==> src/hvs_defines.svh <==
// timing constants for the haptic/vibrate sequencer
// assumes a 200 MHz core clock
`ifndef HVS_DEFINES_SVH
`define HVS_DEFINES_SVH

`define HVS_CLK_PERIOD_NS    5
`define HVS_TICK_PERIOD_NS   1000000
`define HVS_TICK_CYCLES      (`HVS_TICK_PERIOD_NS / `HVS_CLK_PERIOD_NS)
`define HVS_DEAD_NS          2000
`define HVS_DEAD_CYCLES      ((`HVS_DEAD_NS + `HVS_CLK_PERIOD_NS - 1) / `HVS_CLK_PERIOD_NS)
`define HVS_WDOG_NS          8000000
`define HVS_WDOG_CYCLES      (`HVS_WDOG_NS / `HVS_CLK_PERIOD_NS)
`define HVS_LEVEL_RESET      5'h00
`define HVS_DIV_MAX          8'h80

`endif

==> src/hvs_pkg.sv <==
// types and helper functions of the haptic/vibrate sequencer
// assumes nothing beyond a SystemVerilog compiler
package hvs_pkg;

   typedef enum logic [2:0] {
      HVS_IDLE  = 3'h0,
      HVS_FWD   = 3'h1,
      HVS_COAST = 3'h3,
      HVS_DEAD  = 3'h2,
      HVS_REV   = 3'h6,
      HVS_RECOV = 3'h7,
      HVS_VIB   = 3'h4
   } hvs_state_type;

   // product of the three divider enables, 1 to 128
   function automatic logic [7:0] hvs_div_ratio(input logic d2,
                                                input logic d4,
                                                input logic d16);
      logic [7:0] r;
      r = 8'h01;
      if (d2)  r = {r[6:0], 1'b0};
      if (d4)  r = {r[5:0], 2'b00};
      if (d16) r = {r[3:0], 4'h0};
      return r;
   endfunction

   function automatic logic hvs_is_fwd(input hvs_state_type s);
      return (s == HVS_FWD) || (s == HVS_VIB);
   endfunction

   function automatic logic hvs_is_rev(input hvs_state_type s);
      return s == HVS_REV;
   endfunction

   // haptic level applies for sequence phases and gaps leading into them
   function automatic logic hvs_is_seq(input hvs_state_type s,
                                       input hvs_state_type to);
      return (s == HVS_FWD) || (s == HVS_COAST) || (s == HVS_REV) ||
             (s == HVS_RECOV) ||
             ((s == HVS_DEAD) && (to != HVS_VIB) && (to != HVS_IDLE));
   endfunction

endpackage

==> src/hvs_sequencer.sv <==
// haptic/vibrate mode control and H-bridge phase sequencer
// assumes reset_n is the device reset pin; register bits arrive on clk
//
// Operation
// - both inputs and repeat bit low: standby, bridge undriven
// - vibrate alone drives bridge forward
// - haptic level in sequence, vibrate level otherwise
// - vibrate input ignored when reset or disabled
// - trigger input ignored when reset or disabled
// - trigger edge runs forward, coast, reverse
// - coast releases both outputs with timer start
// - two microsecond dead gap on reversal
// - recovery phase blocks new triggers
// - trigger overrides vibrate, vibrate resumes after
// - internal or external time base select
// - divide time base up to 128
// - external clock watchdog aborts sequence
// - reset pin clears everything and shuts down
// - reset low rejects programming and operation
// - disabled: programming allowed, no operation
// - repeat bit loops sequence regardless of inputs
// - phase durations from four timing fields
// - forward, coast, reverse last twice field
// - recovery lasts four times field
// - ratio is product of three divider bits
`timescale 1ns/10ps
`include "hvs_defines.svh"
module hvs_sequencer
   import hvs_pkg::*;
#(
   parameter int unsigned TICK_CYCLES = `HVS_TICK_CYCLES,
   parameter int unsigned WDOG_CYCLES = `HVS_WDOG_CYCLES
)(
   input  wire logic       clk,
   input  wire logic       reset_n,
   input  wire logic       device_enable,
   input  wire logic       vibrate_enable_pin,
   input  wire logic       vibrate_enable_reg,
   input  wire logic       haptic_trigger_pin,
   input  wire logic       haptic_trigger_reg,
   input  wire logic       sequence_repeat,
   input  wire logic       external_timebase_select,
   input  wire logic       timebase_input,
   input  wire logic       div2_enable,
   input  wire logic       div4_enable,
   input  wire logic       div16_enable,
   input  wire logic [3:0] forward_timer,
   input  wire logic [3:0] coast_timer,
   input  wire logic [3:0] reverse_timer,
   input  wire logic [3:0] recovery_timer,
   input  wire logic [4:0] haptic_level_setting,
   input  wire logic [4:0] vibrate_level_setting,
   output logic            motor_plus_out,
   output logic            motor_plus_oe,
   output logic            motor_minus_out,
   output logic            motor_minus_oe,
   output logic            regulator_on,
   output logic [4:0]      regulator_setting,
   output logic            sequence_active,
   output logic            program_allow
);

   localparam logic [8:0] DEAD_LOAD = 9'(`HVS_DEAD_CYCLES - 1);

   logic [2:0]    pins_s;
   logic          osc_s;
   logic          trig_s;
   logic          vib_s;
   logic          osc_prev_ff;
   logic          trig_prev_ff;
   logic          ext_rise;
   logic          tick;
   logic          wd_expired;
   logic          enabled;
   logic          vib_active;
   logic          trig_level;
   logic          trig_rise;
   logic          start;
   logic          adv;
   logic [7:0]    ratio;
   hvs_state_type state_ff;
   hvs_state_type nxt_state;
   hvs_state_type dead_to_ff;
   hvs_state_type nxt_dead_to;
   hvs_state_type go;
   hvs_state_type done_st;
   hvs_state_type after_rec;
   hvs_state_type after_rev;
   hvs_state_type after_coast;
   hvs_state_type first;
   logic [5:0]    phase_cnt_ff;
   logic [5:0]    nxt_phase_cnt;
   logic [8:0]    dead_cnt_ff;

   // pins pass two flops before use
   hvs_sync2 #(
      .WIDTH (3)
   ) u_sync (
      .clk      (clk),
      .reset_n  (reset_n),
      .async_in ({timebase_input, haptic_trigger_pin, vibrate_enable_pin}),
      .sync_ff  (pins_s)
   );

   assign osc_s  = pins_s[2];
   assign trig_s = pins_s[1];
   assign vib_s  = pins_s[0];

   always_ff @(posedge clk or negedge reset_n) begin
      if (!reset_n) begin
         osc_prev_ff  <= 1'b0;
         trig_prev_ff <= 1'b0;
      end else begin
         osc_prev_ff  <= osc_s;
         trig_prev_ff <= trig_level;
      end
   end

   assign ext_rise = osc_s && !osc_prev_ff;

   assign ratio = hvs_div_ratio(div2_enable, div4_enable, div16_enable);

   hvs_timebase #(
      .TICK_CYCLES (TICK_CYCLES),
      .WDOG_CYCLES (WDOG_CYCLES)
   ) u_timebase (
      .clk           (clk),
      .reset_n       (reset_n),
      .ext_sel       (external_timebase_select),
      .ext_rise      (ext_rise),
      .ratio         (ratio),
      .tick_ff       (tick),
      .wd_expired_ff (wd_expired)
   );

   assign enabled    = device_enable;
   assign vib_active = enabled && (vib_s || vibrate_enable_reg);
   assign trig_level = trig_s || haptic_trigger_reg;
   assign trig_rise  = enabled && trig_level && !trig_prev_ff;
   assign start      = enabled && (trig_rise || sequence_repeat);
   assign adv        = tick && (phase_cnt_ff == 6'h01);

   always_comb begin
      done_st     = (vib_active && !sequence_repeat) ? HVS_VIB : HVS_IDLE;
      after_rec   = (recovery_timer != 4'h0) ? HVS_RECOV : done_st;
      after_rev   = (reverse_timer != 4'h0) ? HVS_REV : after_rec;
      after_coast = (coast_timer != 4'h0) ? HVS_COAST : after_rev;
      first       = (forward_timer != 4'h0) ? HVS_FWD : after_coast;
   end

   always_comb begin
      go = state_ff;
      unique case (state_ff)
         // idle or vibrate, new trigger only here
         HVS_IDLE, HVS_VIB: go = start ? first : done_st;
         HVS_FWD:   if (adv) go = after_coast;
         HVS_COAST: if (adv) go = after_rev;
         HVS_REV:   if (adv) go = after_rec;
         HVS_RECOV: if (adv) go = done_st;
         HVS_DEAD:  if (dead_cnt_ff == 9'h000) go = dead_to_ff;
         default:   go = HVS_IDLE;
      endcase
      if (!enabled) begin
         go = HVS_IDLE;
      end else if (wd_expired && (state_ff inside {HVS_FWD, HVS_COAST, HVS_REV, HVS_RECOV})) begin
         go = done_st;
      end
   end

   // reversals pass through the dead gap
   always_comb begin
      nxt_dead_to = dead_to_ff;
      nxt_state   = go;
      if ((hvs_is_fwd(state_ff) && hvs_is_rev(go)) ||
          (hvs_is_rev(state_ff) && hvs_is_fwd(go))) begin
         nxt_state   = HVS_DEAD;
         nxt_dead_to = go;
      end
   end

   always_comb begin
      nxt_phase_cnt = phase_cnt_ff;
      if (nxt_state != state_ff) begin
         unique case (nxt_state)
            HVS_FWD:   nxt_phase_cnt = {1'b0, forward_timer, 1'b0};
            HVS_COAST: nxt_phase_cnt = {1'b0, coast_timer, 1'b0};
            HVS_REV:   nxt_phase_cnt = {1'b0, reverse_timer, 1'b0};
            HVS_RECOV: nxt_phase_cnt = {recovery_timer, 2'b00};
            default:   nxt_phase_cnt = 6'h00;
         endcase
      end else if (tick && (phase_cnt_ff != 6'h00)) begin
         nxt_phase_cnt = phase_cnt_ff - 6'h01;
      end
   end

   // reset pin returns all state to defaults
   always_ff @(posedge clk or negedge reset_n) begin
      if (!reset_n) begin
         state_ff     <= HVS_IDLE;
         dead_to_ff   <= HVS_IDLE;
         phase_cnt_ff <= 6'h00;
      end else begin
         state_ff     <= nxt_state;
         dead_to_ff   <= nxt_dead_to;
         phase_cnt_ff <= nxt_phase_cnt;
      end
   end

   // dead gap counter in clock cycles
   always_ff @(posedge clk or negedge reset_n) begin
      if (!reset_n) begin
         dead_cnt_ff <= 9'h000;
      end else if ((nxt_state == HVS_DEAD) && (state_ff != HVS_DEAD)) begin
         dead_cnt_ff <= DEAD_LOAD;
      end else if (dead_cnt_ff != 9'h000) begin
         dead_cnt_ff <= dead_cnt_ff - 9'h001;
      end
   end

   // bridge drive follows the state in the same edge
   always_ff @(posedge clk or negedge reset_n) begin
      if (!reset_n) begin
         motor_plus_out  <= 1'b0;
         motor_plus_oe   <= 1'b0;
         motor_minus_out <= 1'b0;
         motor_minus_oe  <= 1'b0;
      end else begin
         motor_plus_out  <= hvs_is_fwd(nxt_state);
         motor_plus_oe   <= hvs_is_fwd(nxt_state) || hvs_is_rev(nxt_state);
         motor_minus_out <= hvs_is_rev(nxt_state);
         motor_minus_oe  <= hvs_is_fwd(nxt_state) || hvs_is_rev(nxt_state);
      end
   end

   always_ff @(posedge clk or negedge reset_n) begin
      if (!reset_n) begin
         regulator_on      <= 1'b0;
         regulator_setting <= `HVS_LEVEL_RESET;
         sequence_active   <= 1'b0;
      end else begin
         regulator_on    <= nxt_state != HVS_IDLE;
         sequence_active <= hvs_is_seq(nxt_state, nxt_dead_to);
         if (hvs_is_seq(nxt_state, nxt_dead_to)) begin
            regulator_setting <= haptic_level_setting;
         end else begin
            regulator_setting <= vibrate_level_setting;
         end
      end
   end

   // programming refused while reset is low
   always_ff @(posedge clk or negedge reset_n) begin
      if (!reset_n) begin
         program_allow <= 1'b0;
      end else begin
         program_allow <= 1'b1;
      end
   end

   a_standby_undriven: assert property (
      @(posedge clk) disable iff (!reset_n)
      state_ff == HVS_IDLE |-> !motor_plus_oe && !motor_minus_oe)
      else $error("bridge driven in standby");

   a_vib_forward: assert property (
      @(posedge clk) disable iff (!reset_n)
      state_ff == HVS_VIB |-> motor_plus_oe && motor_plus_out &&
                              motor_minus_oe && !motor_minus_out)
      else $error("vibrate not forward");

   a_level_vib: assert property (
      @(posedge clk) disable iff (!reset_n)
      state_ff == HVS_VIB |-> regulator_setting == $past(vibrate_level_setting))
      else $error("vibrate level not applied");

   a_disable_idle: assert property (
      @(posedge clk) disable iff (!reset_n)
      !device_enable |=> state_ff == HVS_IDLE && !motor_plus_oe)
      else $error("operation while disabled");

   a_coast_release: assert property (
      @(posedge clk) disable iff (!reset_n)
      state_ff == HVS_COAST |-> !motor_plus_oe && !motor_minus_oe)
      else $error("bridge driven in coast");

   a_no_shoot: assert property (
      @(posedge clk) disable iff (!reset_n)
      hvs_is_fwd(state_ff) |=> !hvs_is_rev(state_ff))
      else $error("reversal without dead gap");

   a_dead_length: assert property (
      @(posedge clk) disable iff (!reset_n)
      $rose(state_ff == HVS_DEAD) && device_enable
      |-> dead_cnt_ff == DEAD_LOAD)
      else $error("dead gap length wrong");

   a_recov_hold: assert property (
      @(posedge clk) disable iff (!reset_n)
      state_ff == HVS_RECOV && phase_cnt_ff > 6'h01 && device_enable && !wd_expired
      |=> state_ff == HVS_RECOV)
      else $error("recovery left early");

   a_wdog_abort: assert property (
      @(posedge clk) disable iff (!reset_n)
      wd_expired && (state_ff inside {HVS_FWD, HVS_REV})
      |=> !(state_ff inside {HVS_FWD, HVS_COAST, HVS_REV, HVS_RECOV}))
      else $error("watchdog did not abort");

   a_fwd_length: assert property (
      @(posedge clk) disable iff (!reset_n)
      state_ff == HVS_FWD && $past(state_ff) != HVS_FWD
      |-> phase_cnt_ff == {1'b0, $past(forward_timer), 1'b0})
      else $error("forward length wrong");

   a_skip_zero: assert property (
      @(posedge clk) disable iff (!reset_n)
      (state_ff inside {HVS_FWD, HVS_COAST, HVS_RECOV}) |-> phase_cnt_ff != 6'h00)
      else $error("zero length phase entered");

endmodule

==> src/hvs_sync2.sv <==
// two-flop synchroniser for asynchronous pins
// assumes inputs come from outside the clk domain
`timescale 1ns/10ps
module hvs_sync2
   import hvs_pkg::*;
#(
   parameter int WIDTH = 1
)(
   input  wire logic             clk,
   input  wire logic             reset_n,
   input  wire logic [WIDTH-1:0] async_in,
   output logic      [WIDTH-1:0] sync_ff
);

   logic [WIDTH-1:0] meta_ff;

   always_ff @(posedge clk or negedge reset_n) begin
      if (!reset_n) begin
         meta_ff <= '0;
         sync_ff <= '0;
      end else begin
         meta_ff <= async_in;
         sync_ff <= meta_ff;
      end
   end

endmodule

==> src/hvs_timebase.sv <==
// time base select, divider and external clock watchdog
// assumes ext_rise is a one-cycle pulse already synchronised to clk
`timescale 1ns/10ps
module hvs_timebase
   import hvs_pkg::*;
#(
   parameter int unsigned TICK_CYCLES = 200000,
   parameter int unsigned WDOG_CYCLES = 1600000
)(
   input  wire logic       clk,
   input  wire logic       reset_n,
   input  wire logic       ext_sel,
   input  wire logic       ext_rise,
   input  wire logic [7:0] ratio,
   output logic            tick_ff,
   output logic            wd_expired_ff
);

   logic [17:0] int_cnt_ff;
   logic        int_tick;
   logic        src_tick;
   logic [6:0]  div_cnt_ff;
   logic [20:0] wd_cnt_ff;

   // internal 1 ms reference
   assign int_tick = (int_cnt_ff == 18'(TICK_CYCLES - 1));
   assign src_tick = ext_sel ? ext_rise : int_tick;

   always_ff @(posedge clk or negedge reset_n) begin
      if (!reset_n) begin
         int_cnt_ff <= 18'h0_0000;
      end else if (int_tick) begin
         int_cnt_ff <= 18'h0_0000;
      end else begin
         int_cnt_ff <= int_cnt_ff + 18'h0_0001;
      end
   end

   // divide selected source by ratio
   always_ff @(posedge clk or negedge reset_n) begin
      if (!reset_n) begin
         div_cnt_ff <= 7'h00;
         tick_ff    <= 1'b0;
      end else begin
         tick_ff <= 1'b0;
         if (src_tick) begin
            if ({1'b0, div_cnt_ff} >= (ratio - 8'h01)) begin
               div_cnt_ff <= 7'h00;
               tick_ff    <= 1'b1;
            end else begin
               div_cnt_ff <= div_cnt_ff + 7'h01;
            end
         end
      end
   end

   // rising-to-rising interval watchdog on the external input
   always_ff @(posedge clk or negedge reset_n) begin
      if (!reset_n) begin
         wd_cnt_ff     <= 21'h00_0000;
         wd_expired_ff <= 1'b0;
      end else begin
         if (!ext_sel || ext_rise) begin
            wd_cnt_ff <= 21'h00_0000;
         end else if (wd_cnt_ff != 21'(WDOG_CYCLES)) begin
            wd_cnt_ff <= wd_cnt_ff + 21'h00_0001;
         end
         wd_expired_ff <= ext_sel && !ext_rise && (wd_cnt_ff >= 21'(WDOG_CYCLES - 1));
      end
   end

endmodule

==> config.mk <==
export PLATFORM = sky130hd
export DESIGN_NAME = hvs_sequencer
export DESIGN_NICKNAME = d
export VERILOG_FILES = /design/src/hvs_pkg.sv /design/src/hvs_sequencer.sv /design/src/hvs_sync2.sv /design/src/hvs_timebase.sv
export VERILOG_INCLUDE_DIRS = /design/src
export SDC_FILE = /design/constraint.sdc
export NUM_CORES = 1
export LEC_CHECK = 0
export ABC_AREA = 1
export BUFFER_PORTS_ARGS = -buffer_cell sky130_fd_sc_hd__buf_2
export CAP_MARGIN = 40
export CORE_MARGIN = 2
export CORE_UTILIZATION = 53
export CTS_CLUSTER_SIZE = 14
export DETAILED_ROUTE_END_ITERATION = 10
export GPL_TIMING_DRIVEN = 0
export PLACE_DENSITY = 0.73
export SLEW_MARGIN = 20
export SYNTH_ARGS = -nofsm -noshare
export SYNTH_HDL_FRONTEND = slang
export SYNTH_HIERARCHICAL = 1
export SYNTH_SLANG_ARGS = --single-unit
==> constraint.sdc <==
create_clock -name clk -period 3.42 [get_ports clk]
set_clock_uncertainty 0.1 [all_clocks]
set_input_delay 0.342 -clock clk [delete_from_list [all_inputs] [get_ports clk]]
set_output_delay 0.342 -clock clk [all_outputs]
set_load 0.03 [all_outputs]
==> results_dict.tcl <==
set metrics [dict create \
    ys_seq_area_share_pct 39.0 \
    core.rowCount 37 \
    cts_made_buffers 9 \
    yosys_warnings 6 \
    yosys_most_used_dff "dfrtp_1" \
    insertion_delay_ps 380 \
    grt_overflow 0 \
    relSlewSlack_pct 49.8 \
    ys_seq_elements 88 \
    synth_area_sq_um 5640 \
    n_antenna_cell 0 \
    drt_iter0_markers 323 \
    totalWireLength_microns 11600 \
    grt_max_degree 51 \
    synth_top_area_cell "dfrtp_1" \
    hp-class "in -> reg" \
    layout_min_cycle_time_ps 2870 \
    async_flop_share_pct 100 \
    finalHoldViolations 0 \
    path_clk_slew_ps 90 \
    via_per_inst 5.16 \
    synth_cell_type_count 50 \
    nets 869 \
    syn-instance-count 747 \
    required_ps 3590 \
    clock_path_buffers 2 \
    clock-sinks 88 \
    grt_usage_pct 21.3 \
    area_growth_pct 12.8 \
    synthTopCellsByArea "dfrtp_1 39%, nand2_1 12%, inv_1 6.1%" \
    avgSynthCellArea_sq_um 7.55 \
    synth.net_count 803 \
    dp_hpwl_microns 8810 \
    die_area_sq_um 11500 \
    rsz0062_at_grt "false" \
    drtPass1Iterations 5 \
    gp_congestion 0.885 \
    max-vdd-ir-drop_mv 0.183 \
    holdWs_ps 52.8 \
    post_cts_buffers 0 \
    vias 4922 \
    fill_cells 925 \
    cts_tree "done" \
    grt_pass1_vias 4623 \
    drc_errors 0 \
    max_freq_mhz 349 \
    power_per_cell_area_nw_per_um2 436 \
    maxSlewViolCount 0 \
    cap_violations 0 \
    netlist.area_leader.share_pct 39.0 \
    io_buffers 50 \
    drive_gt1_share_pct 18.2 \
    cp_max_fo 10 \
    cp-start-kind "register" \
    antenna_found_initial 0 \
    cp.arrival_ps 3040 \
    synth_common_cells "177 x nand2_1, 92 x inv_1, 88 x dfrtp_1, 77 x nor2_1, 57 x nand3_1" \
    tns_ps 0 \
    synth_enable_flop_cells 0 \
    crit_path_end_kind "register" \
    yosysMostFrequentCell "nand2_1" \
    final-setup-viol-count 0 \
    leakagePower_nw 3.32 \
    grt_pass1_wl_microns 19700 \
    initial_core_util_pct 54.6 \
    die_h_microns 107 \
    wl_per_cell_microns 12.2 \
    worstMarginPinSlew_ps 748 \
    die_x_microns 107 \
    post-route-period-util_pct 83.8 \
    cts_max_level 3 \
    outcome "complete, no violations" \
    core_sq_um 10300 \
    clockRootBuffer "clkbuf_8" \
    worstSetupPathType "reg -> reg" \
    ant_nets 0 \
    ioPinCount 51 \
]
-- cell families after synthesis --
family / after synthesis / share of synthesized area, %
compound gates: 61 / 6.43
xor+xnor: 32 / 4.97
fa+ha+maj: 17 / 3.77
buf+inv: 118 / 8.07
flops: 88 / 39.0
other cells: 1 / 0.0665
simple gates: 430 / 37.7
-- repair_timing --
action	in CTS	in global routing
endpoints found under the hold margin	41	0
hold buffers	4	0
gates resized for setup	0	0
-- report_power, final --
group | leakage [nW] | switching, mW | internal [mW] | total, mW
Combinational | 2.06 | 0.408 | 0.267 | 0.675
Clock | 0.119 | 0.383 | 0.450 | 0.833
Sequential | 1.13 | 0.104 | 1.16 | 1.26
Total | 3.32 | 0.894 | 1.88 | 2.77
-- area by class of cell --
type                    instances  area (sq um)  area share, %
plain buffers                   4          27.5          0.433
clock buffers                  11           151           2.38
clock inverters                 5          78.8           1.24
inverters                     114           428           6.73
multi-input cells             541          2980           46.9
flip-flops and latches         88          2200           34.6
well taps                     136           170           2.67
repair buffers                 55           320           5.03
-- worst paths after layout --
check                                              from                 endpoint  slack (ps)  depth (start not counted)
worst max-delay path                    phase_cnt_ff[1]          phase_cnt_ff[0]         550                         21
worst min-delay path            haptic_level_setting[4]     regulator_setting[4]          50                          3
worst max register to register          phase_cnt_ff[1]          phase_cnt_ff[0]         550                         21
worst min register to register        u_sync/meta_ff[2]        u_sync/sync_ff[2]         260                          0
max in group asynchronous                       reset_n           dead_cnt_ff[0]        2220                          3
min in group asynchronous                       reset_n  u_timebase/wd_cnt_ff[7]         400                          2
-- sequential cells by signal, indices dropped and copies added (netlist names), 5 cells and up --
signal and flops:
u_timebase/div_cnt_ff 7, u_timebase/int_cnt_ff 18, phase_cnt_ff 6, dead_cnt_ff 9
regulator_setting 5, u_timebase/wd_cnt_ff 21
-- placed cells by master (no fill, tap or decap), types with 2 or more instances in the layout --
cell           instances
nor3_1                29
nand3_1               57
nand4_1               23
nand3b_1               5
clkinv_2               2
a21oi_1               23
nand2_4                4
ha_1                  17
nor2_4                 5
nor2_2                 9
nand3_2                7
xnor2_1                7
a21oi_2                2
inv_1                 92
nor4_1                 2
or2_2                  4
a211oi_1               2
nor2_8                 2
nor3_4                 2
buf_4                  2
xor2_1                25
buf_2                 50
nor3_2                 4
bufinv_16              2
clkbuf_8              11
dfrtp_1               88
a31oi_1                3
dlygate4sd3_1          4
o21ai_0               11
nor2_1                77
and2_1                 2
nand2_1              177
o211ai_1               3
inv_2                 21
o21ai_1               11
nand2_2               13
-- per-layer routing --
| metal | vias up | global-route usage [%] | share of wire (%) |
|---|---|---|---|
| li1 | 2534 | - | - |
| met1 | 2253 | 27.7 | 47 |
| met2 | 115 | 35.0 | 47 |
| met3 | 20 | 3.59 | 4.4 |
| met4 | 0 | 9.09 | 1.8 |
| met5 | - | 0 | 0 |
-- per-stage QoR --
| step | instances | cell area, sq um | power (mW) | util, % | setup WS (ps) |
|---|---|---|---|---|---|
| final | 954 | 6360 | 2.77 | 61.6 | 554 |
| after global routing | 954 | 6360 | 2.95 | 61.6 | 281 |
| after CTS | 954 | 6360 | 2.80 | 61.6 | 561 |
| after detailed placement | 934 | 6090 | 1.96 | 59.0 | 590 |
| after global placement | 933 | 6060 | 1.92 | 58.7 | 652 |
| after floorplan | 747 | 5640 | 1.78 | - | 955 |
-- critical path: stages (launching register included) --
cell	delay, ps
dfrtp_1	380
inv_1	120
ha_1	170
nand2_1	50
nand3b_2	270
inv_1	140
nand3_1	80
nand2_1	70
nand3_1	60
inv_1	60
nand2_1	90
nand2_4	110
nand3_1	130
nand3_4	150
nand2_2	90
nand2_2	70
nand3_2	80
nor2_2	140
buf_6	160
nand2_2	80
nand2_1	100
o21ai_1	60
No activity file was read; power rests on OpenSTA's default activity.
